==> src/common/smaer_pkg.sv <==
// Purpose: shared constants of the platform event router
// Assumes: 50 MHz pclk, APB register access, 32-bit data
// Notes:   offsets are byte addresses of aligned words
package smaer_pkg;

   // ----------------------------------------------------------
   // timing
   // ----------------------------------------------------------
   localparam int unsigned CLK_PERIOD_NS = 20;
   localparam int unsigned ESPI_HOLD_NS  = 100000;  // 100 us
   localparam int unsigned ESPI_HOLD_CYC =
      (ESPI_HOLD_NS + CLK_PERIOD_NS - 1) / CLK_PERIOD_NS;

   // ----------------------------------------------------------
   // register offsets
   // ----------------------------------------------------------
   localparam logic [7:0] OFS_CTRL   = 8'h00;
   localparam logic [7:0] OFS_ENABLE = 8'h04;
   localparam logic [7:0] OFS_STATUS = 8'h08;
   localparam logic [7:0] OFS_PROT   = 8'h0C;
   localparam logic [7:0] OFS_DATAIN = 8'h10;

   // ----------------------------------------------------------
   // flag positions in status and enable
   // ----------------------------------------------------------
   localparam int unsigned NFLAG  = 11;
   localparam int unsigned F_TMR  = 0;
   localparam int unsigned F_APM  = 1;
   localparam int unsigned F_INTR = 2;
   localparam int unsigned F_FWW  = 3;
   localparam int unsigned F_PIN  = 4;
   localparam int unsigned F_OSW  = 5;
   localparam int unsigned F_WDG  = 6;
   localparam int unsigned F_NMI  = 7;
   localparam int unsigned F_GREL = 8;
   localparam int unsigned F_BTN  = 9;
   localparam int unsigned F_ESPI = 10;
   localparam logic [10:0] EN_MASK = 11'h597;  // timer wrap enable too
   localparam int unsigned EN_ISEL = 12;      // 2-bit field

   // ----------------------------------------------------------
   // control and protect fields, reset values
   // ----------------------------------------------------------
   localparam int unsigned C_MODE  = 0;
   localparam int unsigned C_GMGMT = 1;
   localparam int unsigned C_REARM = 2;
   localparam int unsigned C_FWREL = 3;
   localparam int unsigned C_APIC  = 4;
   localparam int unsigned C_LINE  = 8;       // 3-bit field
   localparam int unsigned P_WPD   = 0;
   localparam int unsigned P_LOCK  = 1;
   localparam int unsigned P_GLK   = 2;
   localparam logic [1:0] ISEL_MGMT   = 2'h2;
   localparam logic [2:0] LINE_MAX    = 3'h6;
   localparam logic [2:0] LINE_LOWTOP = 3'h2;
   localparam logic       REARM_RST   = 1'h1;

   // message sequencer
   typedef enum logic [1:0] {
      ST_IDLE = 2'b01,
      ST_SEND = 2'b10
   } smaer_msg_t;

endpackage

==> src/common/smaer_flag_if.sv <==
// Purpose: carries sticky flag set, clear and state between modules
// Assumes: one owner module holds the flags
// Notes:   vectors are indexed by flag position
`timescale 1ns/1ps
interface smaer_flag_if #(parameter int unsigned N = 1);
   logic [N-1:0] set;
   logic [N-1:0] clr;
   logic [N-1:0] flag;
   modport owner (input set, input clr, output flag);
   modport user  (output set, output clr, input flag);
endinterface

==> src/design/smaer_flags.sv <==
// Purpose: bank of sticky status flags, write-one-to-clear
// Assumes: set is a one-cycle event, clr comes from a bus write
// Notes:   an event in the clearing cycle keeps the flag set
`timescale 1ns/1ps
module smaer_flags #(parameter int unsigned N = 1)
(
   input wire logic   pclk,
   input wire logic   presetn,
   smaer_flag_if.owner fl
);

   // ----------------------------------------------------------
   // flag storage
   // ----------------------------------------------------------
   logic [N-1:0] flag_reg;

   // set wins so no event is lost during a clear
   always_ff @(posedge pclk or negedge presetn)
   begin
      if (!presetn)
         flag_reg <= '0;
      else
         flag_reg <= (flag_reg & ~fl.clr) | fl.set;
   end

   assign fl.flag = flag_reg;
endmodule

==> src/design/smaer_top.sv <==
// Purpose: routes platform events to the ACPI level interrupt and
//          to management interrupt messages for the processor
// Assumes: event inputs synchronous to pclk, APB slave, no wait
// Notes:   pready is always high; reads sample at the setup cycle
//
// Chosen here: the APB register port and the placing of the registers.
`timescale 1ns/1ps

// How it works
// - every source has its own sticky status flag; firmware-write, OS-write, watchdog and button have no enable bit
// - dual sources go to one output, chosen by the software mode bit
// - ACPI interrupt needs ACPI mode set, except the release event
// - dual sources reach the management path only with mode clear
// - no management interrupt unless the global enable is set
// - ACPI line is 9..11, or 20..23 only in APIC mode
// - button override sets its flag, ACPI only, no enable bit
// - override requests S5 at once; flag interrupts later under mode
// - global release flag asserts ACPI interrupt even with mode clear
// - timer wrap sets its flag and, if enabled, one of the outputs
// - APM port write sets its flag, management irq if enabled
// - intrusion sets its flag, management irq when select is 10
// - unprotect 0 to 1 while locked sets firmware-write flag
// - firmware write attempt while protected sets firmware-write flag
// - lockdown 1 to 0 sets pin-unlock flag, irq if enabled
// - OS data-in write sets its flag and signals management if the global enable is set
// - redirected NMI sets watchdog and redirect flags, management irq
// - firmware release write sets global release flag, ACPI only
// - enabled event with re-arm set clears re-arm, sends one message
// - ACPI interrupt is a level held while enabled flags remain
module smaer_top
   import smaer_pkg::*;
#(
   parameter int unsigned ESPI_HOLD = smaer_pkg::ESPI_HOLD_CYC
)
(
   input  wire logic        pclk,
   input  wire logic        presetn,
   input  wire logic [7:0]  paddr,
   input  wire logic        psel,
   input  wire logic        penable,
   input  wire logic        pwrite,
   input  wire logic [31:0] pwdata,
   output logic [31:0]      prdata,
   output logic             pready,
   output logic             pslverr,
   input  wire logic        pm_timer_wrap,
   input  wire logic        apm_port_write,
   input  wire logic        intrusion_in,
   input  wire logic        flash_write_attempt,
   input  wire logic        nmi_event,
   input  wire logic        button_override,
   input  wire logic        espi_acpi_req,
   output logic             acpi_event_irq,
   output logic [6:0]       acpi_irq_lines,
   output logic             mgmt_mode_irq,
   input  wire logic        virtual_wire_message_ready,
   output logic             s5_entry_req
);
   import smaer_pkg::*;

   // ----------------------------------------------------------
   // declarations
   // ----------------------------------------------------------
   logic             acpi_mode_reg;
   logic             gmgmt_en_reg;
   logic             rearm_reg;
   logic             apic_reg;
   logic [2:0]       line_sel_reg;
   logic [NFLAG-1:0] en_reg;
   logic [1:0]       isel_reg;
   logic             wpd_reg;
   logic             lock_reg;
   logic             glk_reg;
   logic [7:0]       data_in_reg;
   logic             intr_prev_reg;
   logic [15:0]      espi_cnt_reg;
   logic [31:0]      prdata_reg;
   logic             pslverr_reg;
   logic             acpi_irq_reg;
   logic [6:0]       lines_reg;
   logic             s5_reg;
   smaer_msg_t       st_reg;
   smaer_msg_t       st_next;

   logic             wr_acc;
   logic             wr_ctrl;
   logic             wr_en;
   logic             wr_stat;
   logic             wr_prot;
   logic             wr_data;
   logic             espi_hit;
   logic             fw_event;
   logic             pin_event;
   logic             nmi_hit;
   logic [NFLAG-1:0] acpi_mask;
   logic [NFLAG-1:0] mgmt_mask;
   logic             acpi_level;
   logic             mgmt_src;
   logic             trigger;
   logic [2:0]       line_idx;

   smaer_flag_if #(.N(NFLAG)) fl ();

   smaer_flags #(.N(NFLAG)) u_flags
   (
      .pclk    (pclk),
      .presetn (presetn),
      .fl      (fl)
   );

   // ----------------------------------------------------------
   // APB decode
   // ----------------------------------------------------------
   // zero wait states keep the access phase to one cycle
   assign pready  = 1'b1;
   assign wr_acc  = psel & penable & pwrite;
   assign wr_ctrl = wr_acc & (paddr == OFS_CTRL);
   assign wr_en   = wr_acc & (paddr == OFS_ENABLE);
   assign wr_stat = wr_acc & (paddr == OFS_STATUS);
   assign wr_prot = wr_acc & (paddr == OFS_PROT);
   assign wr_data = wr_acc & (paddr == OFS_DATAIN);

   // read data and error captured in the setup cycle
   always_ff @(posedge pclk or negedge presetn)
   begin
      if (!presetn)
      begin
         prdata_reg  <= 32'h0000_0000;
         pslverr_reg <= 1'b0;
      end
      else if (psel && !penable)
      begin
         pslverr_reg <= 1'b0;
         prdata_reg  <= 32'h0000_0000;
         case (paddr)
            OFS_CTRL:
               prdata_reg <= {21'h0, line_sel_reg, 3'h0, apic_reg,
                              1'b0, rearm_reg, gmgmt_en_reg,
                              acpi_mode_reg};
            OFS_ENABLE:
               prdata_reg <= {18'h0, isel_reg, 1'b0, en_reg};
            OFS_STATUS:
               prdata_reg <= {21'h0, fl.flag};
            OFS_PROT:
               prdata_reg <= {29'h0, glk_reg, lock_reg, wpd_reg};
            OFS_DATAIN:
               prdata_reg <= {24'h0, data_in_reg};
            default:
               pslverr_reg <= 1'b1;       // unmapped address
         endcase
      end
   end

   assign prdata  = prdata_reg;
   assign pslverr = pslverr_reg & psel & penable;

   // ----------------------------------------------------------
   // software registers
   // ----------------------------------------------------------
   // global mode, enable and line routing
   always_ff @(posedge pclk or negedge presetn)
   begin
      if (!presetn)
      begin
         acpi_mode_reg <= 1'b0;
         gmgmt_en_reg  <= 1'b0;
         apic_reg      <= 1'b0;
         line_sel_reg  <= 3'h0;
      end
      else if (wr_ctrl)
      begin
         acpi_mode_reg <= pwdata[C_MODE];
         gmgmt_en_reg  <= pwdata[C_GMGMT];
         apic_reg      <= pwdata[C_APIC];
         line_sel_reg  <= pwdata[C_LINE +: 3];
      end
   end

   // per-source enables; unused positions read as zero
   always_ff @(posedge pclk or negedge presetn)
   begin
      if (!presetn)
      begin
         en_reg   <= '0;
         isel_reg <= 2'h0;
      end
      else if (wr_en)
      begin
         en_reg   <= pwdata[NFLAG-1:0] & EN_MASK;
         isel_reg <= pwdata[EN_ISEL +: 2];
      end
   end

   // flash protection and pin lockdown controls
   always_ff @(posedge pclk or negedge presetn)
   begin
      if (!presetn)
      begin
         wpd_reg  <= 1'b0;
         lock_reg <= 1'b0;
         glk_reg  <= 1'b0;
      end
      else if (wr_prot)
      begin
         wpd_reg  <= pwdata[P_WPD];
         lock_reg <= pwdata[P_LOCK];
         glk_reg  <= pwdata[P_GLK];
      end
   end

   // data left by the OS for firmware
   always_ff @(posedge pclk or negedge presetn)
   begin
      if (!presetn)
         data_in_reg <= 8'h00;
      else if (wr_data)
         data_in_reg <= pwdata[7:0];
   end

   // ----------------------------------------------------------
   // event detection
   // ----------------------------------------------------------
   // intrusion is a level; only its rising edge is an event
   always_ff @(posedge pclk or negedge presetn)
   begin
      if (!presetn)
         intr_prev_reg <= 1'b0;
      else
         intr_prev_reg <= intrusion_in;
   end

   // short eSPI pulses are ignored; one event per long hold
   always_ff @(posedge pclk or negedge presetn)
   begin
      if (!presetn)
         espi_cnt_reg <= 16'h0000;
      else if (!espi_acpi_req)
         espi_cnt_reg <= 16'h0000;
      else if (espi_cnt_reg != 16'(ESPI_HOLD))
         espi_cnt_reg <= espi_cnt_reg + 16'h0001;
   end

   assign espi_hit  = espi_acpi_req &
                      (espi_cnt_reg == 16'(ESPI_HOLD - 1));
   assign fw_event  = (wr_prot & pwdata[P_WPD] & ~wpd_reg & lock_reg)
                    | (flash_write_attempt & ~wpd_reg);
   assign pin_event = wr_prot & ~pwdata[P_GLK] & glk_reg;
   assign nmi_hit   = nmi_event & en_reg[F_NMI];

   // ----------------------------------------------------------
   // flag set and clear
   // ----------------------------------------------------------
   always_comb
   begin
      fl.set         = '0;
      fl.set[F_TMR]  = pm_timer_wrap;
      fl.set[F_APM]  = apm_port_write;
      fl.set[F_INTR] = intrusion_in & ~intr_prev_reg;
      fl.set[F_FWW]  = fw_event;
      fl.set[F_PIN]  = pin_event;
      fl.set[F_OSW]  = wr_data;
      fl.set[F_WDG]  = nmi_hit;
      fl.set[F_NMI]  = nmi_hit;
      fl.set[F_GREL] = wr_ctrl & pwdata[C_FWREL];
      fl.set[F_BTN]  = button_override;
      fl.set[F_ESPI] = espi_hit;
   end

   // write one to clear, zeros leave flags alone
   assign fl.clr = wr_stat ? pwdata[NFLAG-1:0] : '0;

   // ----------------------------------------------------------
   // routing masks
   // ----------------------------------------------------------
   // the release event bypasses the mode bit; the button has no
   // enable of its own and never reaches the management path
   always_comb
   begin
      acpi_mask         = '0;
      acpi_mask[F_TMR]  = en_reg[F_TMR] & acpi_mode_reg;
      acpi_mask[F_BTN]  = acpi_mode_reg;
      acpi_mask[F_ESPI] = en_reg[F_ESPI] & acpi_mode_reg;
      acpi_mask[F_GREL] = en_reg[F_GREL];
   end

   always_comb
   begin
      mgmt_mask         = '0;
      mgmt_mask[F_TMR]  = en_reg[F_TMR] & ~acpi_mode_reg;
      mgmt_mask[F_ESPI] = en_reg[F_ESPI] & ~acpi_mode_reg;
      mgmt_mask[F_APM]  = en_reg[F_APM];
      mgmt_mask[F_INTR] = (isel_reg == ISEL_MGMT);
      mgmt_mask[F_FWW]  = 1'b1;
      mgmt_mask[F_PIN]  = en_reg[F_PIN];
      mgmt_mask[F_OSW]  = 1'b1;
      mgmt_mask[F_WDG]  = 1'b1;
      mgmt_mask[F_NMI]  = 1'b1;
      if (!gmgmt_en_reg)
         mgmt_mask = '0;
   end

   assign acpi_level = |(fl.flag & acpi_mask);
   assign mgmt_src   = |(fl.flag & mgmt_mask);

   // ----------------------------------------------------------
   // ACPI level interrupt and line routing
   // ----------------------------------------------------------
   // upper lines fall back to the first line outside APIC mode
   assign line_idx = ((line_sel_reg > LINE_MAX) ||
                      (line_sel_reg > LINE_LOWTOP && !apic_reg)) ?
                     3'h0 : line_sel_reg;

   always_ff @(posedge pclk or negedge presetn)
   begin
      if (!presetn)
      begin
         acpi_irq_reg <= 1'b0;
         lines_reg    <= 7'h00;
      end
      else
      begin
         acpi_irq_reg <= acpi_level;
         lines_reg    <= acpi_level ? (7'h01 << line_idx) : 7'h00;
      end
   end

   assign acpi_event_irq = acpi_irq_reg;
   assign acpi_irq_lines = lines_reg;

   // override drops the platform to S5 straight away
   always_ff @(posedge pclk or negedge presetn)
   begin
      if (!presetn)
         s5_reg <= 1'b0;
      else
         s5_reg <= button_override;
   end

   assign s5_entry_req = s5_reg;

   // ----------------------------------------------------------
   // management message sequencer
   // ----------------------------------------------------------
   // one message per re-arm; service software must re-arm
   assign trigger = (st_reg == ST_IDLE) & mgmt_src & rearm_reg;

   always_ff @(posedge pclk or negedge presetn)
   begin
      if (!presetn)
         rearm_reg <= REARM_RST;
      else if (wr_ctrl && pwdata[C_REARM])
         rearm_reg <= 1'b1;
      else if (trigger)
         rearm_reg <= 1'b0;
   end

   always_comb
   begin
      st_next = st_reg;
      case (st_reg)
         ST_IDLE:
            if (trigger)
               st_next = ST_SEND;
         ST_SEND:
            if (virtual_wire_message_ready)
               st_next = ST_IDLE;
         default:
            st_next = ST_IDLE;
      endcase
   end

   always_ff @(posedge pclk or negedge presetn)
   begin
      if (!presetn)
         st_reg <= ST_IDLE;
      else
         st_reg <= st_next;
   end

   assign mgmt_mode_irq = (st_reg == ST_SEND);
endmodule

==> config.mk <==
export PLATFORM = sky130hd
export DESIGN_NAME = smaer_top
export DESIGN_NICKNAME = d
export VERILOG_FILES = /design/src/common/smaer_pkg.sv /design/src/common/smaer_flag_if.sv /design/src/design/smaer_flags.sv /design/src/design/smaer_top.sv
export SDC_FILE = /design/constraint.sdc
export NUM_CORES = 1
export LEC_CHECK = 0
export BUFFER_PORTS_ARGS = -buffer_cell sky130_fd_sc_hd__buf_2
export CAP_MARGIN = 10
export CORE_MARGIN = 3
export CORE_UTILIZATION = 45
export CTS_BUF_LIST = sky130_fd_sc_hd__clkbuf_4 sky130_fd_sc_hd__clkbuf_8
export CTS_CLUSTER_SIZE = 20
export DETAILED_ROUTE_END_ITERATION = 8
export GPL_TIMING_DRIVEN = 0
export PLACE_DENSITY = 0.71
export SETUP_SLACK_MARGIN = 0.02
export SLEW_MARGIN = 0
export SYNTH_ARGS = -nofsm -noshare
export SYNTH_HDL_FRONTEND = slang
export SYNTH_SLANG_ARGS = --single-unit
==> constraint.sdc <==
create_clock -name pclk -period 1.6 [get_ports pclk]
set_input_delay 0.08 -clock pclk [delete_from_list [all_inputs] [get_ports pclk]]
set_output_delay 0.08 -clock pclk [all_outputs]
set_load 0.005 [all_outputs]
==> impl_results.md, run 1 <==
* Num CTS Buffers at 9
* Post-Route WL at 8.31 mm
* Peak Freq at 660 MHz
* Avg WL per Cell at 15.3 um
* Area grow syn2layout at 24.9%
* Clock Sinks at 80
* Clk_skew at 0.0137 ns
* Hold WC Path Type: in -> reg
* I/O pin total at 97
* Drt first-iter violations at 168
* Share of layout cells above drive strength 1 at 33.0%
* Maxcap violations at 0
* Via count at 2840
* Mapped Area at 0.00378 sq mm
* Final Cycle Share at 94.7%
* Maximum clock insertion buffer count at 2
* FFs w/ async S/R, synth at 100%
* Final setup margin at 0.0849 ns
* Endpoints failing hold at 0
* CTS tree: yes
* Starting Density at 47.7%
* Post-Place Setup Slack at -0.270 ns
* Internal at 0.00297 W
* Max incr delay on CP at 0.43 ns
* Mapped Cells at 332
* WS Path Type: in -> reg
* Worst path arrival time at 1.75 ns
* Share of the synthesized area in the top cell type at 51.6%
* Hpwl dp at 5.96 mm
* Die ar. at 0.00955 sq mm
* Critical path's slowest cell: nor3_4
* Post-synth EDFFs at 0
* FF+latch count, synth at 80
* Post-synth top area cell: dfrtp_1
* Gpl congestion at 0.866
* Post-DRT Antenna Nets at 0
* Netlist cell types at 51
* Clock Pin Slew Worst Setup and Hold Paths at 0.08 ns
* Largest register FFs at 16
* Layout Nets at 492
* Die span in x at 97.7 um
* CTS Root Cell: clkbuf_8
* Core ar. at 0.00793 sq mm
* Final setup vio count at 0
* Overall Global Routing Usage at 17.9%
* # diodes at 0
* Power Total at 0.00396 W
* Slew margin rel. at 47.1%
* Switch share at 24.9%
* Setup_tns at 0 ns
* Crit path max fanout at 9
* Drt pass-1 iters at 5
* Maximum vdd drop at 0.823 mV
* Final min period at 1.52 ns
* Hold_ws at 0.0219 ns
* Cell mode on critical path: buf_2
* Post-synthesis sequential area ratio at 53.0%
* Outcome: completed
* Top-count cell post-synth: dfrtp_1
* Crit-path cells: buf_2 -> or2_2 -> buf_2 -> or2_4 -> nor3_4 -> mux2_2
* Flop pwr share at 53.2%
* Clock share of power at 38.4%
* Pwr Density at 837 mW/mm^2
* Leading post-synthesis cells by cell area: dfrtp_1 52%, mux2_2 7.7%, buf_4 4.0%, a22o_1 3.2%, nand2_1 3.1%
* Final core occ at 59.6%
* Port-buffer cells at 57
* Slew @ Worst Pin at 0.786 ns
* Number of vias per cell at 5.22
* Grt ovf at 0
* Leakage power at 2.29 nW
* Worst-Skew Late Latency at 0.36 ns
* Initial antenna violation count at 0
* Pins Over Slew Limit at 0
* Sw Pwr at 0.000983 W
* Mean area per synthesized cell at 11.4 sq um
* Largest net degree at the start of global routing at 68
* Vias in the first global route at 2772
* Worst path required time at 1.84 ns
* H-tree levels at 3
* Number of synthesis warnings at 0
* Crit. End Element: flip-flop
* Ys flop type: dfrtp_1
* Rows at 32
* Worst setup SP type: input pin
* Logic pwr share at 8.4%
* First-pass GRT wire length at 13.8 mm
* DRC Markers at 0
* Die Y at 97.7 um
* Post-synth top cells: 78 x dfrtp_1, 31 x nand2_1, 26 x mux2_2, 21 x nor2_1, 20 x buf_4
## critical path: cells and delay by family
kind | cells | cell delay [ns]
AND/OR/NAND/NOR | 3 | 1.01
multiplexers | 1 | 0.40
buffers and inverters | 2 | 0.26
## cells in the final DEF (no fill, tap or decap), drive strengths merged, types with 6 or more instances in the layout
master,instances
a21o,6
a21oi,6
a22o,14
a22oi,7
buf,81
clkbuf,15
conb,20
dfrtp,78
dlygate4sd3,17
inv,9
mux2,26
mux2i,6
nand2,32
nand2b,8
nand3,11
nor2,21
nor2b,6
nor3,8
nor4,7
o21ai,8
xnor2,7
## path summary, 6_finish.rpt
path / from / end / slack (ns) / cells past startpoint
max in group asynchronous: presetn / st_reg[0] / 0.86 / 3
worst max register to register: u_flags.fl.flag[7] / st_reg[1] / 0.08 / 4
worst min-delay path: pwdata[2] / rearm_reg / 0.02 / 3
worst min register to register: prdata[1] / prdata[1] / 0.47 / 2
min in group asynchronous: presetn / u_flags.fl.flag[7] / 0.12 / 2
worst max-delay path: paddr[1] / data_in_reg[1] / 0.08 / 6
## power by group through the flow
stage	sequential, W	combinational [W]	clock, W
floorplan	0.00213	0.000161	0
global placement	0.00214	0.000283	0
detailed placement	0.00214	0.000299	0
CTS	0.00211	0.000332	0.00157
finish	0.00211	0.000331	0.00152
global route	0.00211	0.000371	0.00165
## cells by family after synthesis
| kind of cell | count (synthesis) | share of synthesized area, % |
|---|---|---|
| simple gates | 115 | 16.6 |
| flops | 80 | 53.0 |
| compound gates | 54 | 10.9 |
| mux | 35 | 11.1 |
| buf+inv | 35 | 5.52 |
| xor+xnor | 9 | 2.08 |
| fa+ha+maj | 2 | 0.661 |
| other cells | 2 | 0.198 |
## per-stage QoR
step,std cells,area (sq um)
2_1_floorplan,350,3850
3_3_place_gp,509,4270
3_5_place_dp,510,4300
4_1_cts,543,4680
5_1_grt,544,4730
6_report,544,4730
## routing by layer
| layer | track usage (%) | part of all wire, % | routed length, um | vias to the layer above |
|---|---|---|---|---|
| met3 | 4.88 | 6.6 | 550 | 13 |
| met1 | 24.0 | 44 | 3700 | 1364 |
| met2 | 27.9 | 47 | 3940 | 91 |
| met4 | 6.82 | 1.4 | 118 | 0 |
| li1 | - | - | - | 1372 |
| met5 | 0 | 0 | 0 | - |
## layout make-up
class,count,area (sq um)
Buffer,28,185
Clock buffer,9,124
Clock inverter,7,80.1
Fill cell,672,3200
Inverter,7,26.3
Multi-Input combinational cell,235,1690
Sequential cell,80,2000
Tap cell,102,128
Timing Repair Buffer,76,493
## repair_timing
item / 4_1_cts / 5_1_grt
hold buffers: 17 / 0
gates resized for setup: 2 / 7
buffers inserted: 0 / 1
pin swaps: 0 / 1
hold endpoints to repair: 103 / 0
setup endpoints to repair: 2 / 13
(Power assumes the default switching activity.)
==> run 2: changes to the inputs <==
- ABC_AREA: default -> 1
- PLACE_DENSITY: 0.71 -> 0.7
- REMOVE_ABC_BUFFERS: default -> 1
==> run 2 against run 1 <==
Compared with the run above: fmax increased by 3.2%; first-iteration DRC count increased by 4.2%; sequential power about the same; final area decreased by 0.42%; flip-flop and latch count unchanged; hold slack improved by 0.0062 ns; power decreased by 1.2%; global-route usage increased by 0.099 points; setup slack improved by 0.047 ns; combinational power decreased by 12%; critical path type is now reg -> reg; highest routed layer unchanged.
==> impl_results.md, run 2 <==
* Outcome: completed (unchanged)
* Largest register FFs at 16 (unchanged)
* Top-count cell post-synth: nand2_1 (was dfrtp_1)
* Vias in the first global route at 3203 (was 2772)
* Slew @ Worst Pin at 0.603 ns (was 0.786 ns)
* Grt ovf at 0 (unchanged)
* Sw Pwr at 0.00100 W (was 0.000983 W)
* Post-synth top area cell: dfrtp_1 (unchanged)
* Leakage power at 2.52 nW (was 2.29 nW)
* Rows at 34 (was 32)
* Die span in x at 101 um (was 97.7 um)
* Drt pass-1 iters at 4 (was 5)
* Clock Pin Slew Worst Setup and Hold Paths at 0.08 ns (about the same)
* DRC Markers at 0 (unchanged)
* FF+latch count, synth at 80 (unchanged)
* Largest net degree at the start of global routing at 52 (was 68)
* Drt first-iter violations at 175 (was 168)
* R2r startpoint: espi_cnt_reg[3] (was u_flags.fl.flag[7])
* Maximum vdd drop at 0.400 mV (was 0.823 mV)
* Worst path required time at 1.84 ns (about the same)
* Overall Global Routing Usage at 18.0% (was 17.9%)
* # diodes at 0 (unchanged)
* Design area at 0.00471 sq mm (was 0.00473 sq mm)
* Peak Freq at 681 MHz (was 660 MHz)
* Avg WL per Cell at 13.1 um (was 15.3 um)
* Share of the synthesized area in the top cell type at 47.9% (was 51.6%)
* Core ar. at 0.00876 sq mm (was 0.00793 sq mm)
* Worst-Skew Late Latency at 0.35 ns (was 0.36 ns)
* CTS tree: yes (unchanged)
* Hold Crit Depth at 5 (was 3)
* Initial antenna violation count at 0 (unchanged)
* Num CTS Buffers at 9 (unchanged)
* Final setup vio count at 0 (unchanged)
* Hpwl dp at 6.40 mm (was 5.96 mm)
* Power Total at 0.00391 W (was 0.00396 W)
* RSZ-0062 raised after global routing: yes
* Leading post-synthesis cells by cell area: dfrtp_1 48%, nand2_1 12%, nand3_1 5.4%, inv_1 5.3%, o21ai_2 4.1% (was dfrtp_1 52%, mux2_2 7.7%, buf_4 4.0%, a22o_1 3.2%, nand2_1 3.1%)
* Switch share at 25.6% (was 24.9%)
* Most frequent cells in the layout: 131 x nand2_1, 78 x dfrtp_1, 58 x inv_1, 56 x buf_2, 44 x nand3_1 (was 78 x dfrtp_1, 57 x buf_2, 31 x nand2_1, 26 x mux2_2, 22 x buf_4)
* Crit. End Element: flip-flop (unchanged)
* FFs w/ async S/R, synth at 100% (unchanged)
* Hold path endpoint: u_flags.fl.flag[3] (was rearm_reg)
* Min-delay src: flash_write_attempt (was pwdata[2])
* Pwr Density at 830 mW/mm^2 (was 837 mW/mm^2)
* Crit path max fanout at 5 (was 9)
* Commonest non-fill, non-tap cell in the layout: nand2_1 (was dfrtp_1)
* Worst setup SP type: flip-flop (was input pin)
* Maximum clock insertion buffer count at 2 (unchanged)
* Fill cells at 832 (was 672)
* Starting Density at 46.5% (was 47.7%)
* Area grow syn2layout at 15.5% (was 24.9%)
* Slew margin rel. at 59.8% (was 47.1%)
* Critical path's slowest cell: dfrtp_1 (was nor3_4)
* Post-Route WL at 8.78 mm (was 8.31 mm)
* Worst path arrival time at 1.71 ns (was 1.75 ns)
* Die Y at 101 um (was 97.7 um)
* Port-buffer cells at 57 (unchanged)
* Number of vias per cell at 4.88 (was 5.22)
* Number of synthesis warnings at 0 (unchanged)
* H-tree levels at 3 (unchanged)
* WS Path Type: reg -> reg (was in -> reg)
* R2R Setup Slk at 0.13 ns (was 0.08 ns)
* Pins Over Slew Limit at 0 (unchanged)
* Post-synthesis sequential area ratio at 49.2% (was 53.0%)
* First-pass GRT wire length at 14.6 mm (was 13.8 mm)
* CP delay by family, top: simple AND/OR/NAND/NOR gates (unchanged)
* CTS Root Cell: clkbuf_8 (unchanged)
* Internal at 0.00291 W (was 0.00297 W)
* Gpl congestion at 0.876 (was 0.866)
* I/O pin total at 97 (unchanged)
* Layout Nets at 614 (was 492)
* Logic pwr share at 7.5% (was 8.4%)
* Netlist cell types at 36 (was 51)
* Clk_skew at 0.0101 ns (was 0.0137 ns)
* Share of layout cells above drive strength 1 at 20.9% (was 33.0%)
* Bufs and invs on worst path at 1 (was 2)
* Endpoints failing hold at 0 (unchanged)
* Max incr delay on CP at 0.44 ns (was 0.43 ns)
* Clock share of power at 38.9% (was 38.4%)
* Via count at 3282 (was 2840)
* Final Cycle Share at 91.8% (was 94.7%)
* Clock Sinks at 80 (unchanged)
* Die ar. at 0.0102 sq mm (was 0.00955 sq mm)
* Mapped Area at 0.00408 sq mm (was 0.00378 sq mm)
* Hold WC Path Type: in -> reg (unchanged)
* DP Area at 0.00438 sq mm (was 0.00430 sq mm)
* Worst R2R Path Depth at 5 (was 4)
* Crit-path cells: nand3_2 -> nor3_1 -> inv_1 -> o21ai_0 -> a21oi_1 (was buf_2 -> or2_2 -> buf_2 -> or2_4 -> nor3_4 -> mux2_2)
* Ys flop type: dfrtp_1 (unchanged)
* Post-synth EDFFs at 0 (unchanged)
* Final min period at 1.47 ns (was 1.52 ns)
* Post-synth top cells: 131 x nand2_1, 78 x dfrtp_1, 58 x inv_1, 44 x nand3_1, 35 x nor2_1 (was 78 x dfrtp_1, 31 x nand2_1, 26 x mux2_2, 21 x nor2_1, 20 x buf_4)
* Maxcap violations at 0 (unchanged)
* Flop pwr share at 53.6% (was 53.2%)
* Post-DRT Antenna Nets at 0 (unchanged)
* Crit Reg-Reg Endpoint: espi_cnt_reg[9] (was st_reg[1])
* Mapped Cells at 488 (was 332)
* Mean area per synthesized cell at 8.35 sq um (was 11.4 sq um)
==> run 2: changes by cell type in the layout (fill, tap and decap cells not counted), sizes merged, moves of 23 or more <==
cell,previous run,this run
nand3,11,46
o21ai,8,52
nand2,32,138
inv,9,64
mux2,26,0
buf,81,58
==> run 2: power by group through the flow <==
stage | clock, W | combinational (W) | sequential (W)
floorplan | 0 | 0.000138 | 0.00213
global placement | 0 | 0.000257 | 0.00213
detailed placement | 0 | 0.000275 | 0.00214
CTS | 0.00156 | 0.000297 | 0.00210
global route | 0.00164 | 0.000337 | 0.00210
finish | 0.00152 | 0.000292 | 0.00210
==> run 2: cells by family (layout without fill, tap and decap cells) <==
kind of cell | count (synthesis) | after routing | share of synthesized area [%]
simple gates | 241 | 241 | 27.1
fa+ha+maj | 2 | 2 | 0.614
compound gates | 71 | 71 | 11.1
other cells | 2 | 20 | 0.184
xor+xnor | 2 | 2 | 0.430
buf+inv | 90 | 148 | 11.4
flops | 80 | 80 | 49.2
==> run 2: how the worst max path moves through the flow <==
| stage | startpoint | cells after the start | slack, ns | to |
|---|---|---|---|---|
| floorplan | espi_cnt_reg[0] | 6 | 0.35 | espi_cnt_reg[10] |
| global placement | presetn | 1 | -0.14 | u_flags.fl.flag[6] |
| detailed placement | psel | 6 | -0.16 | prdata[2] |
| CTS | espi_cnt_reg[0] | 6 | 0.12 | espi_cnt_reg[10] |
| global route | espi_cnt_reg[0] | 6 | 0.01 | espi_cnt_reg[10] |
| finish | espi_cnt_reg[3] | 5 | 0.13 | espi_cnt_reg[9] |
==> run 2: per-stage QoR <==
step                      worst slack [ns]  setup TNS (ns)  utilization, %  cells  hold slack (ns)
after floorplan                      0.349               0               -    478           -0.216
after global placement              -0.139          -10.86            49.6    643            0.203
after detailed placement            -0.161          -0.940            49.9    644           0.0412
after CTS                            0.116               0            53.6    672           0.0192
after global routing                0.0130               0            53.7    672           0.0444
final                                0.132               0            53.7    672           0.0281
==> run 2: cell type report <==
| cell class | instances | area, sq um | share of cell area, % |
|---|---|---|---|
| clock buffers | 9 | 124 | 2.63 |
| flip-flops and latches | 80 | 2000 | 42.6 |
| repair buffers | 70 | 435 | 9.25 |
| multi-input cells | 336 | 1690 | 35.8 |
| clock inverters | 7 | 77.6 | 1.65 |
| well taps | 108 | 135 | 2.87 |
| inverters | 62 | 245 | 5.21 |
==> run 2: timing repair <==
action,in CTS,in global routing
hold buffers,12,0
setup endpoints to repair,0,6
resized for setup,0,3
buffers inserted,0,0
hold endpoints to repair,43,0
==> run 2: per-layer routing <==
metal / share of wire [%] / vias up / global-route usage [%] / wire length (um)
met5: 0 / - / 0 / 0
met4: 0.68 / 0 / 7.26 / 60
met3: 5.2 / 4 / 2.48 / 454
met2: 49 / 73 / 29.9 / 4300
met1: 45 / 1538 / 23.8 / 3960
li1: - / 1667 / - / -
==> run 2: worst register-to-register path: cells and delay by family, from the launching register on <==
family | cells | cell delay, ns
AOI/OAI and AO/OA | 2 | 0.24
and+or+nand+nor | 2 | 0.53
buffers and inverters | 1 | 0.14
DFF | 1 | 0.44
